==> config.mk <==
export PLATFORM = sky130hd
export DESIGN_NAME = scfg_core
export DESIGN_NICKNAME = d
export VERILOG_FILES = /design/src/design/scfg_pkg.sv /design/src/design/scfg_core.sv
export SDC_FILE = /design/constraint.sdc
export NUM_CORES = 1
export LEC_CHECK = 0
export BUFFER_PORTS_ARGS = -buffer_cell sky130_fd_sc_hd__buf_2
export CORE_AREA = 3 3 66 68
export CTS_BUF_LIST = sky130_fd_sc_hd__clkbuf_2 sky130_fd_sc_hd__clkbuf_4 sky130_fd_sc_hd__clkbuf_8
export CTS_CLUSTER_SIZE = 24
export DETAILED_ROUTE_END_ITERATION = 10
export DIE_AREA = 0 0 69 71
export HOLD_SLACK_MARGIN = 0.02
export PLACE_DENSITY = 0.88
export SETUP_SLACK_MARGIN = 0.15
export SLEW_MARGIN = 40
export SYNTH_ARGS = -nofsm -noshare
export SYNTH_HDL_FRONTEND = slang
export SYNTH_SLANG_ARGS = --single-unit
==> constraint.sdc <==
create_clock -name clk_in -period 2.41 [get_ports clk_in]
set_clock_uncertainty 0.15 [all_clocks]
set_input_delay 0.1205 -clock clk_in [delete_from_list [all_inputs] [get_ports clk_in]]
set_output_delay 0.1205 -clock clk_in [all_outputs]
set_load 0.03 [all_outputs]
==> src/design/scfg_pkg.sv <==
// Purpose: shared constants for the synthesizer configuration block
// Assumes: 40 MHz system clock, serial port and divider pulses asynchronous
// Notes: bit positions of the configuration byte and current tables
package scfg_pkg;
    // ------------------------------------------------------------
    // configuration byte layout
    // ------------------------------------------------------------
    localparam int CFG_W = 8;
    localparam int BIT_INVERT = 7;
    localparam int BIT_DET_SEL = 6;
    localparam int BIT_LOCK_EN = 5;
    localparam int BIT_SLEEP = 4;
    localparam int BIT_LVL_HI = 3;
    localparam int BIT_LVL_LO = 2;
    localparam int BIT_PORT = 1;
    localparam int BIT_OUT_B = 0;
    localparam logic [7:0] CFG_RESET = 8'h00;
    localparam logic [4:0] XFER_BITS = 5'h08;
    localparam logic [4:0] CNT_MAX = 5'h1f;
    // ------------------------------------------------------------
    // reference mode that parks the reference output low
    // ------------------------------------------------------------
    localparam logic [2:0] REF_MODE_STATIC_LOW = 3'h0;
    // ------------------------------------------------------------
    // pump current in percent of full scale
    // ------------------------------------------------------------
    localparam logic [6:0] FINE_BASE = 7'h46;
    localparam logic [6:0] FINE_STEP = 7'h0a;
    localparam logic [6:0] COARSE_BASE = 7'h19;
    localparam logic [6:0] COARSE_STEP = 7'h19;
    // ------------------------------------------------------------
    // serial-port initialisation hold time of the clock line
    // ------------------------------------------------------------
    localparam int CLK_PERIOD_NS = 25;
    localparam int INIT_HOLD_NS = 100;
    localparam int INIT_HOLD_CYC = (INIT_HOLD_NS + CLK_PERIOD_NS - 1) / CLK_PERIOD_NS;
    // ------------------------------------------------------------
    // standby sequencing
    // ------------------------------------------------------------
    typedef enum logic [1:0] {
        ST_RUN = 2'h0,
        ST_SLEEP = 2'h1,
        ST_WAKE = 2'h3
    } scfg_state_t;
endpackage : scfg_pkg

==> src/design/scfg_core.sv <==
// Purpose: configuration register, detector steering and standby recovery
// Assumes: serial pins and divider pulses are asynchronous to clk_in
// Notes: divider counters live elsewhere; this block gates them and pulses the reference jam load
`timescale 1ns/100ps
`default_nettype none
module scfg_core (
    input wire logic clk_in,
    input wire logic rst_in,
    input wire logic serial_clk_in,
    input wire logic serial_data_in,
    input wire logic serial_enable_pin_n_in,
    input wire logic ref_compare_rate_in,
    input wire logic vco_compare_rate_in,
    input wire logic port_mode_in,
    input wire logic [2:0] ref_mode_in,
    output logic single_ended_pump_output_src_out,
    output logic single_ended_pump_output_snk_out,
    output logic single_ended_pump_output_oe_out,
    output logic phase_ref_n_out,
    output logic phase_vco_n_out,
    output logic lock_indicator_out,
    output logic [6:0] pump_current_level_out,
    output logic output_a_out,
    output logic output_b_out,
    output logic output_b_oe_out,
    output logic counters_run_out,
    output logic bias_on_out,
    output logic ref_resistor_on_out,
    output logic reference_input_inhibit_out,
    output logic ref_jam_load_out,
    output logic [scfg_pkg::CFG_W-1:0] detector_config_byte_out
);
    import scfg_pkg::*;

    // ------------------------------------------------------------
    // synchronisers
    // ------------------------------------------------------------
    logic [4:0] sync1;
    logic [4:0] sync2;
    logic [4:0] sync3;
    logic [4:0] next_sync1;
    logic [4:0] next_sync2;
    logic [4:0] next_sync3;

    always_comb begin
        next_sync1 = {vco_compare_rate_in, ref_compare_rate_in, serial_enable_pin_n_in,
                      serial_data_in, serial_clk_in};
        next_sync2 = sync1;
        next_sync3 = sync2;
    end

    always_ff @(posedge clk_in) begin
        if (rst_in) begin
            sync1 <= 5'h04;
            sync2 <= 5'h04;
            sync3 <= 5'h04;
        end else begin
            sync1 <= next_sync1;
            sync2 <= next_sync2;
            sync3 <= next_sync3;
        end
    end

    logic sclk_rise;
    logic sdata;
    logic en_n;
    logic en_rise;
    logic fr_rise;
    logic fv_rise;

    always_comb begin
        sclk_rise = sync2[0] & ~sync3[0];
        sdata = sync2[1];
        en_n = sync2[2];
        en_rise = sync2[2] & ~sync3[2];
        fr_rise = sync2[3] & ~sync3[3];
        fv_rise = sync2[4] & ~sync3[4];
    end

    // ------------------------------------------------------------
    // serial shifter and configuration register
    // ------------------------------------------------------------
    logic [7:0] shifter;
    logic [4:0] bit_cnt;
    logic [7:0] cfg;
    logic [7:0] next_shifter;
    logic [4:0] next_bit_cnt;
    logic [7:0] next_cfg;

    always_comb begin
        next_shifter = shifter;
        next_bit_cnt = bit_cnt;
        next_cfg = cfg;
        if (!en_n && sclk_rise) begin
            // msb arrives first, so it ends up in bit 7
            next_shifter = {shifter[6:0], sdata};
            if (bit_cnt != CNT_MAX) begin
                next_bit_cnt = bit_cnt + 5'h01;
            end
        end
        if (en_rise) begin
            next_bit_cnt = 5'h00;
            // longer transfers belong to other registers and leave cfg alone
            if (bit_cnt == XFER_BITS) begin
                next_cfg = shifter;
            end
        end
    end

    always_ff @(posedge clk_in) begin
        if (rst_in) begin
            shifter <= 8'h00;
            bit_cnt <= 5'h00;
            cfg <= CFG_RESET;
        end else begin
            shifter <= next_shifter;
            bit_cnt <= next_bit_cnt;
            cfg <= next_cfg;
        end
    end

    // ------------------------------------------------------------
    // standby sequencer
    // ------------------------------------------------------------
    scfg_state_t state;
    scfg_state_t next_state;
    logic jam;
    logic next_jam;

    always_comb begin
        next_state = state;
        next_jam = 1'b0;
        case (state)
            ST_RUN: begin
                if (cfg[BIT_SLEEP]) begin
                    next_state = ST_SLEEP;
                end
            end
            ST_SLEEP: begin
                if (!cfg[BIT_SLEEP]) begin
                    next_state = ST_WAKE;
                end
            end
            ST_WAKE: begin
                if (cfg[BIT_SLEEP]) begin
                    next_state = ST_SLEEP;
                end else if (fv_rise) begin
                    next_state = ST_RUN;
                    next_jam = 1'b1;
                end
            end
            default: begin
                next_state = ST_RUN;
            end
        endcase
    end

    always_ff @(posedge clk_in) begin
        if (rst_in) begin
            state <= ST_RUN;
            jam <= 1'b0;
        end else begin
            state <= next_state;
            jam <= next_jam;
        end
    end

    // ------------------------------------------------------------
    // phase/frequency detector core
    // ------------------------------------------------------------
    logic r_flag;
    logic v_flag;
    logic next_r_flag;
    logic next_v_flag;
    logic det_live;

    always_comb begin
        // the cycle after the jam load still holds the flags clear, so both start fresh
        det_live = (state == ST_RUN) && !jam;
        next_r_flag = r_flag | fr_rise;
        next_v_flag = v_flag | fv_rise;
        // both edges seen: reset together, giving the short coincident pulse
        // a fresh edge landing in the clearing cycle is kept, the set wins
        if (r_flag && v_flag) begin
            next_r_flag = fr_rise;
            next_v_flag = fv_rise;
        end
        // divider pulses are kept out until the first vco pulse after waking
        if (!det_live) begin
            next_r_flag = 1'b0;
            next_v_flag = 1'b0;
        end
    end

    always_ff @(posedge clk_in) begin
        if (rst_in) begin
            r_flag <= 1'b0;
            v_flag <= 1'b0;
        end else begin
            r_flag <= next_r_flag;
            v_flag <= next_v_flag;
        end
    end

    // ------------------------------------------------------------
    // pump current table
    // ------------------------------------------------------------
    function automatic logic [6:0] pump_pct(input logic coarse, input logic [1:0] lvl);
        logic [6:0] idx;
        idx = {5'h00, lvl};
        if (coarse) begin
            pump_pct = COARSE_BASE + 7'(idx * COARSE_STEP);
        end else begin
            pump_pct = FINE_BASE + 7'(idx * FINE_STEP);
        end
    endfunction : pump_pct

    // ------------------------------------------------------------
    // output stage, all registered except output_b_out, tied low
    // ------------------------------------------------------------
    logic [12:0] outs;
    logic [12:0] next_outs;
    logic [6:0] pct;
    logic [6:0] next_pct;
    logic asleep;
    logic waking;
    logic inv;
    logic raw_r_n;
    logic raw_v_n;
    logic phr_n;
    logic phv_n;

    always_comb begin
        asleep = (state == ST_SLEEP);
        waking = (state == ST_WAKE);
        inv = cfg[BIT_INVERT];
        raw_r_n = ~r_flag;
        raw_v_n = ~v_flag;
        // pair swaps roles with the invert bit
        phr_n = inv ? raw_v_n : raw_r_n;
        phv_n = inv ? raw_r_n : raw_v_n;
        if (cfg[BIT_DET_SEL] || asleep) begin
            phr_n = 1'b1;
            phv_n = 1'b1;
        end
        next_outs = 13'h0000;
        next_outs[3] = phr_n;
        next_outs[4] = phv_n;
        // vco ahead sinks, reference ahead sources; invert flips it
        next_outs[0] = inv ? v_flag : r_flag;
        next_outs[1] = inv ? r_flag : v_flag;
        next_outs[2] = cfg[BIT_DET_SEL] && !asleep;
        if (asleep) begin
            next_outs[5] = cfg[BIT_LOCK_EN];
        end else if (cfg[BIT_LOCK_EN]) begin
            // gated pair in waking reads high, so no false unlock pulses
            next_outs[5] = (inv ? raw_v_n : raw_r_n) & (inv ? raw_r_n : raw_v_n);
        end else begin
            next_outs[5] = 1'b0;
        end
        // port level ignores sleep; otherwise serial data out chains devices
        next_outs[6] = port_mode_in ? cfg[BIT_PORT] : shifter[7];
        next_outs[7] = ~cfg[BIT_OUT_B];
        next_outs[8] = !asleep;
        next_outs[9] = !asleep;
        next_outs[10] = !(asleep && ref_mode_in == REF_MODE_STATIC_LOW);
        next_outs[11] = asleep && ref_mode_in == REF_MODE_STATIC_LOW;
        next_outs[12] = waking && fv_rise;
        next_pct = pump_pct(cfg[BIT_PORT] && !port_mode_in,
                            {cfg[BIT_LVL_HI], cfg[BIT_LVL_LO]});
    end

    always_ff @(posedge clk_in) begin
        if (rst_in) begin
            // pair high, open drain pulling, counters, bias and resistor on
            outs <= 13'h0798;
            pct <= FINE_BASE;
        end else begin
            outs <= next_outs;
            pct <= next_pct;
        end
    end

    always_comb begin
        single_ended_pump_output_src_out = outs[0];
        single_ended_pump_output_snk_out = outs[1];
        single_ended_pump_output_oe_out = outs[2];
        phase_ref_n_out = outs[3];
        phase_vco_n_out = outs[4];
        lock_indicator_out = outs[5];
        output_a_out = outs[6];
        output_b_out = 1'b0;
        output_b_oe_out = outs[7];
        counters_run_out = outs[8];
        bias_on_out = outs[9];
        ref_resistor_on_out = outs[10];
        reference_input_inhibit_out = outs[11];
        ref_jam_load_out = outs[12];
        pump_current_level_out = pct;
        detector_config_byte_out = cfg;
    end
endmodule : scfg_core
`default_nettype wire

==> results of run 1 <==
-- per-stage QoR --
| stage | hold slack, ns | util |
|---|---|---|
| 2_1_floorplan | 0.0469 | - |
| 3_3_place_gp | 0.144 | 0.613 |
| 3_5_place_dp | 0.149 | 0.613 |
| 4_1_cts | 0.221 | 0.698 |
| 5_1_grt | 0.104 | 0.699 |
| 6_report | 0.0911 | 0.699 |
-- sequential cells by signal, summed over array words and instances (netlist names), 4 cells and up --
signal                    cells
bit_cnt                       5
detector_config_byte_out      8
next_sync2                    5
next_sync3                    5
outs                         12
pump_current_level_out        7
shifter                       8
sync3                         4
-- layout by cell type, fill, tap and decap left out, types with 2 or more instances in the layout --
master         synthesis  layout
nand3b_1               2       2
nor3_1                 4       4
dfxtp_1               59      59
a21oi_1                5       5
xnor2_1                2       2
inv_1                  5       5
nor2b_1               14      14
and3_1                 2       2
nor3b_1                4       4
a211o_1                2       2
mux2i_1               22      22
nand2b_1              26      26
ha_1                   8       8
dlygate4sd3_1          0      10
nand2_1                4       4
clkbuf_8               0      11
or2_2                  3       3
bufinv_16              0       2
or4_1                  2       2
buf_4                  2       3
nor2_1                23      23
buf_2                  1      37
-- metal layers --
layer,global-route usage,vias up
li1,-,777
met3,0.0653,4
met5,0,-
met1,0.192,710
met4,0.0781,0
met2,0.282,31
-- Yosys cell counts (2+ instances only) --
| cell type | count | area, um^2 |
|---|---|---|
| a21oi_1 | 5 | 25.0 |
| nand2_1 | 4 | 15.0 |
| mux2i_1 | 22 | 220 |
| clkbuf_1 | 5 | 18.8 |
| and3_1 | 2 | 12.5 |
| nor3b_1 | 4 | 30.0 |
| ha_1 | 8 | 100 |
| xnor2_1 | 2 | 17.5 |
| dfxtp_1 | 59 | 1180 |
| nand2b_1 | 26 | 163 |
| buf_4 | 2 | 15.0 |
| nor2b_1 | 14 | 87.6 |
| nor3_1 | 4 | 20.0 |
| or2_2 | 3 | 18.8 |
| inv_1 | 5 | 18.8 |
| a211o_1 | 2 | 17.5 |
| or4_1 | 2 | 15.0 |
| nand3b_1 | 2 | 15.0 |
| nor2_1 | 23 | 86.3 |
-- power by group --
part / total, mW / switching [mW] / internal (mW)
registers: 0.995 / 0.00619 / 0.989
logic: 0.0679 / 0.0335 / 0.0344
clock network: 1.03 / 0.377 / 0.648
total: 2.09 / 0.417 / 1.67
-- how the worst max path moves through the flow --
stage,start,end
global placement,bit_cnt[0],bit_cnt[1]
CTS,state[0],outs[10]
global route,state[0],outs[10]
floorplan,bit_cnt[0],bit_cnt[1]
detailed placement,bit_cnt[0],bit_cnt[4]
finish,state[0],outs[10]
-- layout make-up --
type | count | area [um^2]
Inverter | 5 | 18.8
Timing Repair Buffer | 50 | 308
Tap cell | 50 | 62.6
Sequential cell | 59 | 1180
Multi-Input combinational cell | 133 | 932
Clock inverter | 4 | 72.6
Fill cell | 318 | 1180
Clock buffer | 12 | 159
-- logic make-up (layout without fill, tap and decap cells) --
| kind of cell | Yosys count | after routing | share of synthesized area |
|---|---|---|---|
| AO/OA/AOI/OAI | 10 | 10 | 0.0287 |
| XOR/XNOR | 2 | 2 | 0.00803 |
| AND/OR/NAND/NOR | 90 | 90 | 0.242 |
| adder cells (fa/ha/maj) | 8 | 8 | 0.0459 |
| multiplexers | 22 | 22 | 0.101 |
| other | 1 | 1 | 0.00172 |
| buffers and inverters | 14 | 71 | 0.0315 |
| flip-flops | 59 | 59 | 0.541 |
-- critical path, cell delays in order, from the launching register on --
cell           delay (ns)
dfxtp_1              0.37
nor2b_1              0.35
nand2b_1             0.14
or4_1                0.41
dlygate4sd3_1        0.56
==> results by group, run 1 <==
Run status
  • Status: complete, no violations

Synthesis
  • Syn_nets: 225
  • Netlist Area Pre-Place: 2180 um^2
  • Top_reg_cell synth: dfxtp_1
  • Ys Warns: 0
  • Syn Area/Cell: 10.6 um^2
  • Asr flop ratio synth: 0
  • Post-synth EDFFs: 0
  • Seq/Total Area, Yosys: 0.541
  • Number of unique standard cell types used by synthesis: 31
  • Gate Count Post-Synth: 206
  • FF+latch count, synth: 59

Global route
  • First-pass GRT wire length: 6430 um
  • Grt total ovfl: 0
  • Pin count of the biggest net entering global routing: 58
  • Vias in the first global route: 1439
  • Gr usage total: 0.169
  • Initial antenna violation count: 0

Finish
  • Final instance area: 2730 um^2
  • Share of cells above drive strength 1: 0.243
  • Inserted Diodes: 0
  • Nets: 277
  • Area Overhead vs Synth: 25.3%
  • Non-Filler Instances: 313

Worst setup path
  • Worst reg2reg startpoint: state[0]
  • Worst reg2reg setup slack: 0.33 ns
  • Crit path launch type: flop
  • CP Max Fanout: 4
  • R2R depth: 4
  • WP data required: 2.48 ns
  • CP Class: flop to flop
  • R2R Path End: outs[10]
  • Worst EP arrival: 2.15 ns
  • Setup crit end kind: flop

STA
  • Fmax achieved: 480 MHz
  • Final cycle utilization of the critical path: 0.864
  • Slew at the pin closest to its max-slew limit: 0.735 ns
  • Endpoints failing setup: 0
  • Setup WS post-layout: 0.329 ns
  • Post-layout min period: 2.08 ns
  • Fin. Hold Viols: 0
  • Unrepaired setup endpoints after global routing: false
  • Final Max Tran Viols: 0
  • TNS Setup: 0 ns
  • Max_slew headroom: 0.506

Placed design
  • Post-placement cell area: 2400 um^2
  • Worst slack, placed: 0.582 ns
  • Routability cong.: 0.798
  • Dpl cells: 287
  • IO buf count: 38
  • HPWL Detailed: 2320 um

Hold path
  • Min-delay worst type: primary input to flop
  • Hold Crit Start: rst_in
  • WHS Endpoint: shifter[6]
  • Hold Crit Depth: 2

CTS
  • Clock Path Buffers: 2
  • CTS tree: yes
  • Root Driver: clkbuf_8
  • Reg clk slew, reported paths: 0.07 ns
  • Hold_buf cts: 10
  • Post-CTS sizing: 0
  • Worst-Skew Late Latency: 0.33 ns
  • Sink Count: 59
  • Max H-tree Level: 3
  • CTS buffer count: 9
  • Number of setup buffers added after CTS: 0

Routing
  • Routed Antenna Nets: 0
  • Drt wl/cell: 12.5 um
  • WL met2: 1940 um
  • Drt drc: 0
  • Highest metal used: met4
  • WL met3: 194 um
  • WL final: 3910 um
  • DR vias: 1522
  • DRT met1 WL: 1730 um
  • Via/cell ratio: 4.86
  • 1st-pass router iterations: 3
  • Starting DRC count in detailed routing: 39

Job
  • Maxcap violations: 0

Pwr
  • Max VDD drop: 0.000736 V
  • Total power: 2.09 mW
  • P per Cell Area: 764 nW/um^2
  • Leakage Power: 1.10 nW

Floorplan
  • Initial Util: 0.558
  • Chip Width: 69 um
  • Core Area: 3910 um^2
  • Die area: 4900 um^2
  • Die H: 71 um
  • IO Pins: 40
  • Floorplan row count: 23
No activity file was read; power rests on OpenSTA's default activity.
==> run 2, diff against run 1 <==
--- a/config.mk
+++ b/config.mk
@@ -5,14 +5,15 @@
 export SDC_FILE = /design/constraint.sdc
 export NUM_CORES = 1
 export LEC_CHECK = 0
+export ABC_AREA = 1
 export BUFFER_PORTS_ARGS = -buffer_cell sky130_fd_sc_hd__buf_2
-export CORE_AREA = 3 3 66 68
+export CORE_AREA = 3 3 70 72
 export CTS_BUF_LIST = sky130_fd_sc_hd__clkbuf_2 sky130_fd_sc_hd__clkbuf_4 sky130_fd_sc_hd__clkbuf_8
 export CTS_CLUSTER_SIZE = 24
 export DETAILED_ROUTE_END_ITERATION = 10
-export DIE_AREA = 0 0 69 71
+export DIE_AREA = 0 0 73 75
 export HOLD_SLACK_MARGIN = 0.02
-export PLACE_DENSITY = 0.88
+export PLACE_DENSITY = 0.83
 export SETUP_SLACK_MARGIN = 0.15
 export SLEW_MARGIN = 40
 export SYNTH_ARGS = -nofsm -noshare
==> constraint.sdc (replaced) <==
create_clock -name clk_in -period 1.8 [get_ports clk_in]
set_clock_uncertainty 0.15 [all_clocks]
set_input_delay 0.09 -clock clk_in [delete_from_list [all_inputs] [get_ports clk_in]]
set_output_delay 0.09 -clock clk_in [all_outputs]
set_load 0.03 [all_outputs]
==> run 2 against run 1 <==
Effect of this change:
- largest power group is now registers
- combinational power increased by 83%
- sequential power up 35%
- power grew 32%
- cell area is 0.14% lower
- hold slack gained 0.16 ns
- via count grew 13%
==> results by group, run 2 <==
Finish
  • Nets: 335 (was 277)
  • Inserted Diodes: 0 (unchanged)
  • Final design utilization: 0.627 (was 0.699)
  • Largest register FFs: 12 (unchanged)
  • Largest register by flop count: outs (unchanged)
  • Most frequent cells in the layout: dfxtp_1 (57), nor2_1 (43), inv_1 (42) (was dfxtp_1 (59), buf_2 (37), nand2b_1 (26))
  • Share of cells above drive strength 1: 0.231 (was 0.243)
  • Non-Filler Instances: 373 (was 313)
  • Most common cell after layout, fill and taps aside: dfxtp_1 (unchanged)
  • Final instance area: 2730 um^2 (about the same)
  • Area Overhead vs Synth: 25.3% (about the same)

Pwr
  • P per Cell Area: 1010 nW/um^2 (was 764 nW/um^2)
  • Total power: 2.75 mW (was 2.09 mW)
  • Net Sw Frac: 0.218 (was 0.200)
  • Internal power: 2.15 mW (was 1.67 mW)
  • NetSw: 0.601 mW (was 0.417 mW)
  • Reg power frac: 0.487 (was 0.476)
  • Max VDD drop: 0.000503 V (was 0.000736 V)
  • Leakage Power: 1.27 nW (was 1.10 nW)
  • Combinational share of power: 0.045 (was 0.033)
  • Clock Power Share: 0.468 (was 0.491)

Floorplan
  • Floorplan row count: 24 (was 23)
  • Initial Util: 0.501 (was 0.558)
  • Core Area: 4350 um^2 (was 3910 um^2)
  • Chip Width: 73 um (was 69 um)
  • Die area: 5480 um^2 (was 4900 um^2)
  • Die H: 75 um (was 71 um)
  • IO Pins: 40 (unchanged)

Synthesis
  • FF+latch count, synth: 59 (unchanged)
  • Ranking of synthesized cells by area: dfxtp_1 (54%), nor2_1 (7.4%), inv_1 (7.2%) (was dfxtp_1 (54%), mux2i_1 (10%), nand2b_1 (7.5%))
  • Asr flop ratio synth: 0 (unchanged)
  • Gate Count Post-Synth: 264 (was 206)
  • Post-synth top cells: dfxtp_1 (59), nor2_1 (43), inv_1 (42) (was dfxtp_1 (59), nand2b_1 (26), nor2_1 (23))
  • Seq/Total Area, Yosys: 0.542 (was 0.541)
  • Share of the synthesized area in the top cell type: 0.542 (was 0.541)
  • Number of unique standard cell types used by synthesis: 26 (was 31)
  • Most frequent cell after synthesis: dfxtp_1 (unchanged)
  • Syn_nets: 283 (was 225)
  • Top_reg_cell synth: dfxtp_1 (unchanged)
  • Netlist Area Pre-Place: 2180 um^2 (about the same)
  • Ys Warns: 0 (unchanged)
  • Post-synth EDFFs: 0 (unchanged)
  • Syn Area/Cell: 8.26 um^2 (was 10.6 um^2)
  • Synth area leader: dfxtp_1 (unchanged)

STA
  • Setup WS post-layout: 0.268 ns (was 0.329 ns)
  • TNS Setup: 0 ns (unchanged)
  • Unrepaired setup endpoints after global routing: true (was false)
  • Fmax achieved: 653 MHz (was 480 MHz)
  • Fin. Hold Viols: 0 (unchanged)
  • Final Max Tran Viols: 0 (unchanged)
  • Endpoints failing setup: 0 (unchanged)
  • Worst hold margin: 0.252 ns (was 0.0911 ns)
  • Post-layout min period: 1.53 ns (was 2.08 ns)
  • Final cycle utilization of the critical path: 0.851 (was 0.864)

Global route
  • Pin count of the biggest net entering global routing: 25 (was 58)
  • Gr usage total: 0.155 (was 0.169)
  • Vias in the first global route: 1590 (was 1439)
  • First-pass GRT wire length: 6460 um (was 6430 um)
  • Initial antenna violation count: 0 (unchanged)
  • Grt total ovfl: 0 (unchanged)

Routing
  • Drt wl/cell: 10.2 um (was 12.5 um)
  • Via/cell ratio: 4.61 (was 4.86)
  • WL final: 3800 um (was 3910 um)
  • Starting DRC count in detailed routing: 71 (was 39)
  • 1st-pass router iterations: 4 (was 3)
  • DR vias: 1718 (was 1522)
  • Drt drc: 0 (unchanged)
  • Routed Antenna Nets: 0 (unchanged)

Placed design
  • HPWL Detailed: 2570 um (was 2320 um)
  • Routability cong.: 0.766 (was 0.798)
  • IO buf count: 38 (unchanged)
  • Worst slack, placed: 0.149 ns (was 0.582 ns)
  • Dpl cells: 347 (was 287)
  • Post-placement cell area: 2390 um^2 (was 2400 um^2)

CTS
  • Root Driver: clkbuf_8 (unchanged)
  • Max H-tree Level: 3 (unchanged)
  • Clock Path Buffers: 2 (unchanged)
  • Worst-Skew Late Latency: 0.33 ns (about the same)
  • CTS tree: yes (unchanged)
  • CTS buffer count: 9 (unchanged)
  • Reg clk slew, reported paths: 0.06 ns (was 0.07 ns)
  • Sink Count: 59 (unchanged)

Hold path
  • Min-delay worst type: flop to flop (was primary input to flop)

Worst setup path
  • Crit-path slowest cell: dfxtp_4 (was dlygate4sd3_1)
  • Worst EP arrival: 1.61 ns (was 2.15 ns)
  • Crit-path max cell delay: 0.36 ns (was 0.56 ns)
  • Cell mode on critical path: nor2_1
  • CP Class: flop to flop (unchanged)
  • Crit path launch type: flop (unchanged)
  • CP Max Fanout: 5 (was 4)
  • Setup crit end kind: flop (unchanged)
  • WP data required: 1.88 ns (was 2.48 ns)
  • CP cell instances: ha_4 > nand2_1 > nor2_1 > ha_2 > inv_1 > nand4_1 > o21ai_1 > nor2_1 (was nor2b_1 > nand2b_1 > or4_1 > dlygate4sd3_1)

Run status
  • Status: complete, no violations (unchanged)

Job
  • Maxcap violations: 0 (unchanged)
run 2: what timing repair did:
item,CTS,global route
resized for setup,0,10
hold buffers,9,0
hold endpoints to repair,20,0
pin swaps,1,4
buffers inserted,0,1
endpoints found under the setup margin,2,5
run 2: power groups by stage:
stage               Sequential, mW  Clock, mW  Combinational, mW
floorplan                     1.38          0             0.0690
global placement              1.37          0              0.107
detailed placement            1.37          0              0.109
CTS                           1.34       1.31              0.123
global route                  1.34       1.37              0.141
finish                        1.34       1.29              0.124
run 2: final timing paths:
kind              slack, ns       endpoint  depth (start not counted)     startpoint
hold reg to reg        0.25  next_sync3[0]                          2  next_sync2[0]
hold / removal         0.25  next_sync3[0]                          2  next_sync2[0]
setup reg to reg       0.27     bit_cnt[1]                          8     bit_cnt[0]
setup / recovery       0.27     bit_cnt[1]                          8     bit_cnt[0]
run 2: layout make-up:
type,count,area (um^2)
Clock buffer,9,124
Clock inverter,7,92.6
Fill cell,373,1620
Inverter,44,165
Multi-Input combinational cell,152,792
Sequential cell,59,1190
Tap cell,52,65.1
Timing Repair Buffer,50,303
run 2: cell families (layout without fill, tap and decap cells):
group | count (synthesis) | count (layout) | share of synthesized area
adder cells (fa/ha/maj) | 8 | 8 | 0.0459
buffers and inverters | 53 | 110 | 0.103
XOR/XNOR | 2 | 2 | 0.00804
AND/OR/NAND/NOR | 104 | 104 | 0.211
flip-flops | 59 | 59 | 0.542
AO/OA/AOI/OAI | 37 | 37 | 0.0878
other | 1 | 1 | 0.00172
run 2: routing by layer:
metal  vias to the layer above  global-route usage  part of all wire
met3                        12              0.0574             0.065
met2                        46               0.259              0.46
met1                       747               0.174              0.45
met4                         0              0.0799             0.029
li1                        913                   -                 -
met5                         -                   0                 0
run 2: critical path: cells and delay by family (launching register included):
| family | cells | cell delay [ns] |
|---|---|---|
| buf+inv | 1 | 0.05 |
| flops | 1 | 0.36 |
| compound gates | 1 | 0.19 |
| simple gates | 4 | 0.35 |
| fa+ha+maj | 2 | 0.33 |
